**config.mk**
```make
export PLATFORM = sky130hd
export DESIGN_NAME = panel_timing_host
export DESIGN_NICKNAME = d
export VERILOG_FILES = /design/src/rtl/panel_timing_pkg.sv /design/src/rtl/span_counter.sv /design/src/rtl/panel_timing_host.sv
export SDC_FILE = /design/constraint.sdc
export NUM_CORES = 1
export LEC_CHECK = 0
export ABC_AREA = 1
export ABC_CLOCK_PERIOD_IN_PS = 6100
export BUFFER_PORTS_ARGS = -buffer_cell sky130_fd_sc_hd__buf_2
export CAP_MARGIN = 15
export CORE_ASPECT_RATIO = 0.8
export CORE_UTILIZATION = 30
export DETAILED_ROUTE_END_ITERATION = 8
export HOLD_SLACK_MARGIN = 0.1
export SYNTH_ARGS = -nofsm -noshare
export SYNTH_HDL_FRONTEND = slang
export SYNTH_SLANG_ARGS = --single-unit
export TNS_END_PERCENT = 20
```
**constraint.sdc**
```tcl
create_clock -name clk -period 6.1 [get_ports clk]
set_input_delay 0.61 -clock clk [delete_from_list [all_inputs] [get_ports clk]]
set_output_delay 0.61 -clock clk [all_outputs]
set_load 0.1 [all_outputs]
```
**src/rtl/panel_timing_pkg.sv**
```systemverilog
package panel_timing_pkg;
  // system clock
  localparam int CLK_PERIOD_PS = 10000;
  // pixel clock is the system clock divided by this (50 MHz sits inside 44.58..59.37 MHz)
  localparam int PIX_DIV = 2;
  localparam int PIX_PERIOD_PS = CLK_PERIOD_PS * PIX_DIV;
  // horizontal timing in pixel clocks
  localparam int LINE_TOTAL = 1626;
  localparam int LINE_SYNC_W = 5;
  localparam int LINE_BACK_GAP = 100;
  localparam int LINE_ACTIVE_SPAN = 1440;
  localparam int LINE_FRONT_GAP = 86;
  // vertical timing in lines
  localparam int FRAME_TOTAL = 555;
  localparam int FRAME_SYNC_W = 2;
  localparam int FRAME_BACK_GAP = 8;
  localparam int FRAME_ACTIVE_SPAN = 540;
  localparam int FRAME_FRONT_GAP = 7;
  // pixel format
  localparam int COLOR_BITS = 8;
  localparam int PIXEL_BITS = 3 * COLOR_BITS;
  // serial link
  localparam int SLOTS = 7;
  localparam int PAIRS = 4;
  localparam int LINK_BITS = SLOTS * PAIRS;
  localparam logic [6:0] SER_CLOCK_SLOTS = 7'h78;
  localparam logic [PIXEL_BITS-1:0] PIXEL_BLACK = 24'h000000;
endpackage : panel_timing_pkg

```
**src/rtl/span_counter.sv**
```systemverilog
`timescale 1ns/1ps
module span_counter #(
  parameter int TOTAL = 1626,
  parameter int SYNC_W = 5,
  parameter int START = 100,
  parameter int SPAN = 1440,
  parameter int W = 11
) (
  input wire logic clk,
  input wire logic reset_n,
  input wire logic step,
  output logic [W-1:0] count,
  output logic wrap,
  output logic sync_nxt,
  output logic active_nxt
);
  logic [W-1:0] count_r;
  logic [W-1:0] count_nxt;
  localparam logic [W-1:0] LAST = W'(TOTAL - 1);
  localparam logic [W-1:0] SYNC_END = W'(SYNC_W);
  localparam logic [W-1:0] ACT_BEGIN = W'(START);
  localparam logic [W-1:0] ACT_END = W'(START + SPAN);

  assign wrap = (count_r == LAST);
  assign count_nxt = wrap ? '0 : count_r + W'(1);
  assign count = count_r;
  // levels for the position the counter moves to on this step
  assign sync_nxt = step ? (count_nxt < SYNC_END) : (count_r < SYNC_END);
  assign active_nxt = step ? ((count_nxt >= ACT_BEGIN) && (count_nxt < ACT_END))
                           : ((count_r >= ACT_BEGIN) && (count_r < ACT_END));

  always_ff @(posedge clk or negedge reset_n) begin
    if (!reset_n) begin
      // last position, so the first step lands on position 0 with a full sync
      count_r <= LAST;
    end else if (step) begin
      count_r <= count_nxt;
    end
  end
endmodule : span_counter

```
**src/rtl/panel_timing_host.sv**
```systemverilog
// Contract
// - pixel clock near 54.15 MHz, kept within 44.58 to 59.37 MHz; this host runs 50 MHz.
// - pixel clock runs constant and gap-free while operating; this host stalls it while clk_en is low.
// - every line is exactly 1626 pixel clocks long.
// - line sync active for 5 clocks at line start.
// - every frame is 555 lines long.
// - frame sync active for 2 lines at frame start.
// - data-enable high for exactly 1440 clocks per active line.
// - 86 clock front gap between last pixel and next line sync.
// - first active pixel 100 clocks after line sync start.
// - frame sync edge within 10 clocks of line sync edge.
// - 7 line front gap between last active line and frame sync.
// - 540 active lines per frame, data-enable in each.
// - seven bit slots per forwarded clock period on each pair.
// - forwarded clock period 16.84 to 22.43 ns, tracking pixel clock.
// - line rate is 1/line period; frame rate adds lines per frame.
// - 24-bit pixel, 8 bits per colour, zeros black, ones full.
// - link is four data pairs plus one clock pair.
`timescale 1ns/1ps
module panel_timing_host
  import panel_timing_pkg::*;
#(
  parameter int H_W = 11,
  parameter int V_W = 10
) (
  input wire logic clk,
  input wire logic reset_n,
  input wire logic clk_en,
  input wire logic [PIXEL_BITS-1:0] pixel_in,
  output logic pixel_taken,
  output logic frame_start,
  output logic pixel_clock,
  output logic line_sync,
  output logic frame_sync,
  output logic pixel_valid_window,
  output logic [PIXEL_BITS-1:0] pixel_data,
  output logic [LINK_BITS-1:0] serial_slots,
  output logic [SLOTS-1:0] serial_clock_slots
);
  // two-phase divider: PH_HIGH is the half in which pixel_clock is high;
  // a PIX_DIV other than 2 would need more phases, so the package holds it fixed
  typedef enum logic [1:0] {
    PH_LOW = 2'b01,
    PH_HIGH = 2'b10
  } phase_t;

  phase_t phase_r;
  phase_t phase_nxt;
  logic tick;
  logic h_step;
  logic v_step;
  logic h_wrap;
  logic v_wrap;
  logic h_sync_nxt;
  logic v_sync_nxt;
  logic h_act_nxt;
  logic v_act_nxt;
  logic de_nxt;
  logic frame_start_nxt;
  logic [PIXEL_BITS-1:0] pixel_nxt;
  logic [LINK_BITS-1:0] slots_nxt;
  logic [SLOTS-1:0] ctrl_slots;

  // lower pairs carry pixel bits only; the last pair carries controls and the top bits
  localparam int DATA_BITS = (PAIRS - 1) * SLOTS;
  localparam int TOP_BITS = PIXEL_BITS - DATA_BITS;

  logic pixel_clock_r;
  logic line_sync_r;
  logic frame_sync_r;
  logic de_r;
  logic taken_r;
  logic frame_start_r;
  logic [PIXEL_BITS-1:0] pixel_r;
  logic [LINK_BITS-1:0] slots_r;
  logic [SLOTS-1:0] clock_slots_r;

  always_comb begin
    case (phase_r)
      PH_LOW: phase_nxt = PH_HIGH;
      PH_HIGH: phase_nxt = PH_LOW;
      // an illegal one-hot code falls back to the low phase
      default: phase_nxt = PH_LOW;
    endcase
  end
  // outputs change on the falling pixel clock edge, panel samples on the rising one
  // one tick per pixel clock; the sync, window, data and slot flops below are enabled by it
  assign tick = clk_en && (phase_r == PH_HIGH);

  // both counters leave reset on their last position, so the first tick
  // opens line 0 of frame 0 with full sync widths and a full first line
  // horizontal counter
  // the line counter advances once per pixel clock
  assign h_step = tick;
  span_counter #(
    .TOTAL(LINE_TOTAL),
    .SYNC_W(LINE_SYNC_W),
    .START(LINE_BACK_GAP),
    .SPAN(LINE_ACTIVE_SPAN),
    .W(H_W)
  ) u_line (
    .clk(clk),
    .reset_n(reset_n),
    .step(h_step),
    .count(),
    .wrap(h_wrap),
    .sync_nxt(h_sync_nxt),
    .active_nxt(h_act_nxt)
  );

  // rates follow from the totals: a line is LINE_TOTAL pixel clocks and
  // a frame FRAME_TOTAL lines; at a 50 MHz pixel clock the frame rate lands
  // near 55 Hz, under the 60 Hz nominal that wants the faster pixel clock
  // vertical counter steps at line wrap
  // both syncs rise on the same tick, skew zero
  assign v_step = tick && h_wrap;
  span_counter #(
    .TOTAL(FRAME_TOTAL),
    .SYNC_W(FRAME_SYNC_W),
    .START(FRAME_BACK_GAP),
    .SPAN(FRAME_ACTIVE_SPAN),
    .W(V_W)
  ) u_frame (
    .clk(clk),
    .reset_n(reset_n),
    .step(v_step),
    .count(),
    .wrap(v_wrap),
    .sync_nxt(v_sync_nxt),
    .active_nxt(v_act_nxt)
  );

  // data-enable only inside both active spans
  // de_nxt looks ahead to the position the counters move to on this tick
  assign de_nxt = h_act_nxt && v_act_nxt;
  // blanking carries black so stale data never leaks
  // pixel_in is read only on a tick inside the window; in blanking it is dropped
  assign pixel_nxt = de_nxt ? pixel_in : PIXEL_BLACK;
  // frame_start marks the tick that opens line 0 of a frame
  assign frame_start_nxt = v_step && v_wrap;

  // seven slots per pair, four pairs
  // the slot map inside a pair is our own; the serialiser must share it
  assign ctrl_slots = {1'b0, de_nxt, v_sync_nxt, h_sync_nxt,
                       pixel_nxt[PIXEL_BITS-1 -: TOP_BITS]};

  genvar gp;
  generate
    for (gp = 0; gp < PAIRS; gp++) begin : g_pair
      localparam int LO = gp * SLOTS;
      if (gp < PAIRS - 1) begin : g_data
        assign slots_nxt[LO +: SLOTS] = pixel_nxt[LO +: SLOTS];
      end else begin : g_ctrl
        assign slots_nxt[LO +: SLOTS] = ctrl_slots;
      end
    end
  endgenerate

  // divider flops; clk_en low holds the phase, so the pixel clock stalls
  // with it rather than running on unrelated to the frozen counters
  always_ff @(posedge clk or negedge reset_n) begin
    if (!reset_n) begin
      phase_r <= PH_LOW;
      pixel_clock_r <= 1'b0;
    end else if (clk_en) begin
      phase_r <= phase_nxt;
      // pixel_clock rises on the edge after a tick and falls on the tick itself
      pixel_clock_r <= (phase_nxt == PH_HIGH);
    end
  end

  // timing outputs move only on a tick, one pixel clock apart
  always_ff @(posedge clk or negedge reset_n) begin
    if (!reset_n) begin
      line_sync_r <= 1'b0;
      frame_sync_r <= 1'b0;
      de_r <= 1'b0;
      pixel_r <= PIXEL_BLACK;
      slots_r <= '0;
    end else if (tick) begin
      line_sync_r <= h_sync_nxt;
      frame_sync_r <= v_sync_nxt;
      de_r <= de_nxt;
      pixel_r <= pixel_nxt;
      slots_r <= slots_nxt;
    end
  end

  always_ff @(posedge clk or negedge reset_n) begin
    if (!reset_n) begin
      taken_r <= 1'b0;
      frame_start_r <= 1'b0;
      clock_slots_r <= '0;
    end else if (clk_en) begin
      // pixel_taken asks the source for the next pixel, due within two clk cycles
      taken_r <= tick && de_nxt;
      frame_start_r <= frame_start_nxt;
      // four high slots then three low
      // zero out of reset, so no serial clock shows before the first enable
      clock_slots_r <= SER_CLOCK_SLOTS;
    end
  end

  // every output is the flop behind it, so the serialiser sees no glitches
  assign pixel_clock = pixel_clock_r;
  assign line_sync = line_sync_r;
  assign frame_sync = frame_sync_r;
  assign pixel_valid_window = de_r;
  assign pixel_data = pixel_r;
  assign pixel_taken = taken_r;
  assign frame_start = frame_start_r;
  assign serial_slots = slots_r;
  assign serial_clock_slots = clock_slots_r;
endmodule : panel_timing_host

```
==> results.txt, run 1 <==
status: completed
largest net degree at the start of global routing: 54
clk sinks: 53
Slew Limit Headroom: 51.1%
RD Place Congestion: 0.882
final net count: 502
Die W: 118 um
H-tree depth: 2
syn_area_per_cell: 7.68 sq um
hold_buf cts: 0
number of top-level pins: 92
clk root buf: clkbuf_16
Rows: 33
CTS Buffer Depth: 2
Gate Count Post-Synth: 421
Final ANT Viol Nets: 0
Initial Util: 31.2%
number of max-cap violations: 0
Max Used Layer: met4
Setup-failing EPs final: 0
Peak Freq: 0.346 GHz
Synthesis Warnings: 0
FF+latch count, synth: 53
average wire per cell in the routed design: 11.7 um
WL met1: 3760 um
CTS Buf Count: 5
skew final: 11.1 ps
Worst Setup Path Type: input port to flop
CP Capture Type: flop
share of layout cells above drive strength 1: 31.1%
minimum clock period: 2890 ps
post-cts resize count: 0
area of the die: 0.0112 sq mm
worst hold path class: input port to async pin
initial antenna violation count: 0
CP startpoint kind: input port
final WL: 7190 um
Vias/cell: 4.47
grt total ovfl: 0
register area: 0.00134 sq mm
post-CTS setup buffers: 0
number of diodes: 0
commonest non-fill, non-tap cell in the layout: nand2_1
multi-input logic area: 0.00141 sq mm
Vias: 2736
final hold violations: 0
DR pass1 iterations: 4
met3 routed WL: 369 um
initial DRC count: 172
vias in the first global route: 2490
TNS Setup: 0 ps
crit-path max FO: 44
actual transition at the worst max-transition pin: 732 ps
Synth Cell Area: 0.00323 sq mm
crit path DAT: 3120 ps
Worst EP required: 6330 ps
Total Routing Usage GR: 13.5%
Post-DP HPWL: 5280 um
# fillers: 1088
most frequent cells in the layout: 132 x nand2_1, 87 x buf_2, 42 x dfrtp_1
post-synthesis cell type count: 32
port buffer count: 87
# DRC: 0
Tcrit/Tclk final: 47.4%
Final Max Tran Viols: 0
core area: 0.0104 sq mm
Die Ht: 94.8 um
wire length on met2: 3020 um
clk slew on worst S/H paths: 70 ps
sequential fraction of the synthesis area: 41.5%
Area growth syn-to-layout: 13.4%
clk_lat worst skew: 290 ps
global-route wire length before repair: 12200 um
RSZ-0062 raised after global routing: false
CTS tree: built
final timing paths:
path | start | endpoint | slack (ps) | cells past startpoint
min reg2reg | frame_start$_DFFE_PN0P_ | frame_start$_DFFE_PN0P_ | 480 | 2
min in group clk | frame_start$_DFFE_PN0P_ | frame_start$_DFFE_PN0P_ | 480 | 2
min | reset_n | u_frame.count[4]$_DFFE_PN0P_ | 420 | 2
max reg2reg | phase_r[1]$_DFFE_PN0P_ | pixel_valid_window$_DFFE_PN0P_ | 3210 | 10
max | clk_en | pixel_valid_window$_DFFE_PN0P_ | 3210 | 11
max in group asynchronous | reset_n | u_line.count[7]$_DFFE_PN0P_ | 5200 | 2
per-stage QoR:
step	std cells	worst slack (ps)	hold slack, ps	utilization (%)	cell area [sq um]
after floorplan	424	3820	314	-	3240
after global placement	604	3050	481	33.9	3510
after detailed placement	604	2900	479	33.9	3510
after CTS	612	3190	475	35.4	3660
after global routing	612	2830	519	35.4	3660
final	612	3210	417	35.4	3660
per-layer routing:
metal / up-vias / global-route usage, %
li1: 1396 / -
met1: 1265 / 20.0
met2: 70 / 20.2
met3: 5 / 2.90
met4: 0 / 2.56
met5: - / 0
cells in the mapped netlist:
cell type  instances  area [sq um]
conb_1             1          3.75
nor2_4             3          33.8
nand4_1            9          56.3
or2_2              1          6.26
nand3b_2           1          11.3
nor3_2             1          10.0
ha_1               4          50.1
o21bai_1           1          7.51
inv_1             30           113
nand3_2           12           120
nand3_4            1          17.5
nand2_2            3          18.8
nand3_1           34           170
nor3_1             5          25.0
clkbuf_1           8          30.0
xor2_1             2          17.5
dfstp_2           11           289
buf_4             35           263
o21ai_0           22           110
o21a_1             1          7.51
a21oi_1            7          35.0
and3_1             1          6.26
nand2_1          132           495
nand3b_1           1          7.51
buf_6              5          56.3
dfrtp_1           42          1050
nand2_4            1          11.3
o22ai_1            1          6.26
xnor2_1            2          17.5
inv_2              9          33.8
nor2_2             8          50.1
nor2_1            27           101
final cells by class:
type,count,share of cell area (%)
clock buffers,6,3.79
repair buffers,88,12.1
clock inverters,2,0.376
inverters,39,3.99
multi-input cells,284,38.4
well taps,140,4.78
flip-flops and latches,53,36.6
registers in the layout, indices dropped and copies added (netlist names):
register            flops
pixel_valid_window      1
frame_start             1
serial_clock_slots      1
u_frame.count          10
pixel_data             23
pixel_taken             1
serial_slots            3
phase_r                 2
u_line.count           11
cells by family after synthesis:
logic type      share of synthesized area [%]
buf+inv                                  15.3
xor+xnor                                 1.08
other cells                             0.116
simple gates                             35.3
compound gates                           5.15
flops                                    41.5
fa+ha+maj                                1.55
worst max-delay path, cell delays in order:
cell and delay (ps):
buf_2 100, inv_2 60, nor3_2 480, inv_2 490, nor2_4 240, inv_2 140, nand2_1 110, inv_2 50
nor2_4 560, nand2_1 160, nand2_1 100
Power of run 1 is left out: the tool's default activity adds up to more than one toggle a clock period on the data nets, which glitch-free logic cannot reach.
==> inputs of run 2 (changes only) <==
- ABC_CLOCK_PERIOD_IN_PS: 6100 -> 2600
- clock period: 6.1 -> 2.6 ns (I/O delays scaled with it)
==> results.txt, run 2 (synthesized netlist as in run 1, its figures left out) <==
final WL: 7420 um (was 7190 um)
vias in the first global route: 2503 (was 2490)
RD Place Congestion: 0.888 (was 0.882)
largest net degree at the start of global routing: 44 (was 54)
core area: 0.0104 sq mm (unchanged)
final net count: 506 (was 502)
initial antenna violation count: 0 (unchanged)
minimum clock period: 2350 ps
Worst Setup Path Type: flop to flop (was input port to flop)
r2r worst-path depth: 12 (was 10)
Vias/cell: 4.54 (was 4.47)
flop2flop setup slack: 250 ps (was 3210 ps)
number of max-cap violations: 0 (unchanged)
H-tree depth: 2 (unchanged)
Critical R2R Capture: pixel_data[22]$_DFFE_PN0P_ (was pixel_valid_window$_DFFE_PN0P_)
CTS Buf Count: 5 (unchanged)
CP Capture Type: flop (unchanged)
Peak Freq: 0.425 GHz
Vias: 2797 (was 2736)
clk_lat worst skew: 300 ps (was 290 ps)
share of layout cells above drive strength 1: 31.5% (was 31.1%)
Tcrit/Tclk final: 90.5%
global-route wire length before repair: 12300 um (was 12200 um)
Final ANT Viol Nets: 0 (unchanged)
Worst EP required: 2790 ps (was 6330 ps)
area of the die: 0.0112 sq mm (unchanged)
worst hold path class: input port to flop (was input port to async pin)
Die W: 118 um (unchanged)
worst hold endpoint: pixel_data[18]$_DFFE_PN0P_
Post-DP HPWL: 5430 um (was 5280 um)
Hold Crit Start: pixel_in[18]
# DRC: 0 (unchanged)
grt total ovfl: 0 (unchanged)
clk sinks: 53 (unchanged)
WHS Path Cells: 3
clk slew on worst S/H paths: 70 ps (about the same)
clk root buf: clkbuf_16 (unchanged)
TNS Setup: 0 ps (unchanged)
average wire per cell in the routed design: 12.1 um (was 11.7 um)
DR pass1 iterations: 4 (unchanged)
Final Max Tran Viols: 0 (unchanged)
commonest non-fill, non-tap cell in the layout: nand2_1 (unchanged)
most frequent cells in the layout: 132 x nand2_1, 87 x buf_2, 42 x dfrtp_1 (unchanged)
initial DRC count: 179 (was 172)
number of diodes: 0 (unchanged)
Slew Limit Headroom: 58.0% (was 51.1%)
max reg flops: 23 (unchanged)
Initial Util: 31.2% (unchanged)
crit-path max FO: 12 (was 44)
actual transition at the worst max-transition pin: 631 ps (was 732 ps)
port buffer count: 87 (unchanged)
crit path DAT: 2540 ps (was 3120 ps)
CTS Buffer Depth: 2 (unchanged)
Rows: 33 (unchanged)
number of top-level pins: 92 (unchanged)
skew final: 6.13 ps (was 11.1 ps)
CP startpoint kind: flop (was input port)
reg2reg start: u_line.count[0]$_DFFE_PN1P_ (was phase_r[1]$_DFFE_PN0P_)
RSZ-0062 raised after global routing: false (unchanged)
final hold violations: 0 (unchanged)
Die Ht: 94.8 um (unchanged)
status: completed (unchanged)
CTS tree: built (unchanged)
Setup-failing EPs final: 0 (unchanged)
Area growth syn-to-layout: 15.4% (was 13.4%)
Total Routing Usage GR: 13.6% (was 13.5%)
==> run 2: routing by layer <==
| metal | global-route usage, % | vias up | routed length, um |
|---|---|---|---|
| li1 | - | 1406 | - |
| met1 | 19.8 | 1315 | 3810 |
| met2 | 20.7 | 69 | 3230 |
| met3 | 2.90 | 7 | 331 |
| met4 | 2.56 | 0 | 48 |
| met5 | 0 | - | 0 |
==> run 2: final cells by class <==
class | count | area [sq um]
Tap cell | 140 | 175
Sequential cell | 53 | 1340
Multi-Input combinational cell | 285 | 1420
Clock inverter | 2 | 38.8
Inverter | 39 | 146
Timing Repair Buffer | 91 | 480
Fill cell | 1099 | 6630
Clock buffer | 6 | 129
==> run 2: through the flow <==
step	cells	utilization (%)	setup slack [ps]	cell area (sq um)	hold WS, ps
2_1_floorplan	424	-	323	3240	-35.6
3_3_place_gp	606	34.2	117	3540	308
3_5_place_dp	606	34.2	68.8	3540	322
4_1_cts	615	35.9	62.8	3720	176
5_1_grt	616	36.0	12.3	3730	187
6_report	616	36.0	248	3730	182
==> run 2: critical path, stage by stage, from the launching register on <==
cell and delay, ps:
dfstp_2 630, ha_2 280, nand3_1 130, nor2_1 160
nand2_1 70, nand2_1 90, inv_1 50, nor2_2 120
nand3_1 120, nor2_2 280, nor2_4 160, nand3_1 100
nand2_1 50
==> run 2: how the worst max path moves through the flow <==
| stage | start | endpoint | slack (ps) | depth (start not counted) |
|---|---|---|---|---|
| finish | u_line.count[0]$_DFFE_PN1P_ | pixel_data[22]$_DFFE_PN0P_ | 250 | 12 |
| global route | u_line.count[0]$_DFFE_PN1P_ | serial_slots[23]$_DFFE_PN0P_ | 10 | 12 |
| CTS | u_line.count[0]$_DFFE_PN1P_ | pixel_data[0]$_DFFE_PN0P_ | 60 | 13 |
| detailed placement | u_line.count[0]$_DFFE_PN1P_ | pixel_data[0]$_DFFE_PN0P_ | 70 | 13 |
| global placement | u_line.count[0]$_DFFE_PN1P_ | pixel_data[1]$_DFFE_PN0P_ | 120 | 13 |
| floorplan | phase_r[1]$_DFFE_PN0P_ | pixel_data[10]$_DFFE_PN0P_ | 320 | 10 |
==> run 2: timing repair <==
item                       in CTS  in global routing
buffers inserted                0                  0
gates resized for setup         0                  2
hold endpoints to repair       17                  0
setup endpoints to repair       0                 26
hold buffers                    1                  0
Power of run 2 is left out for the same reason.
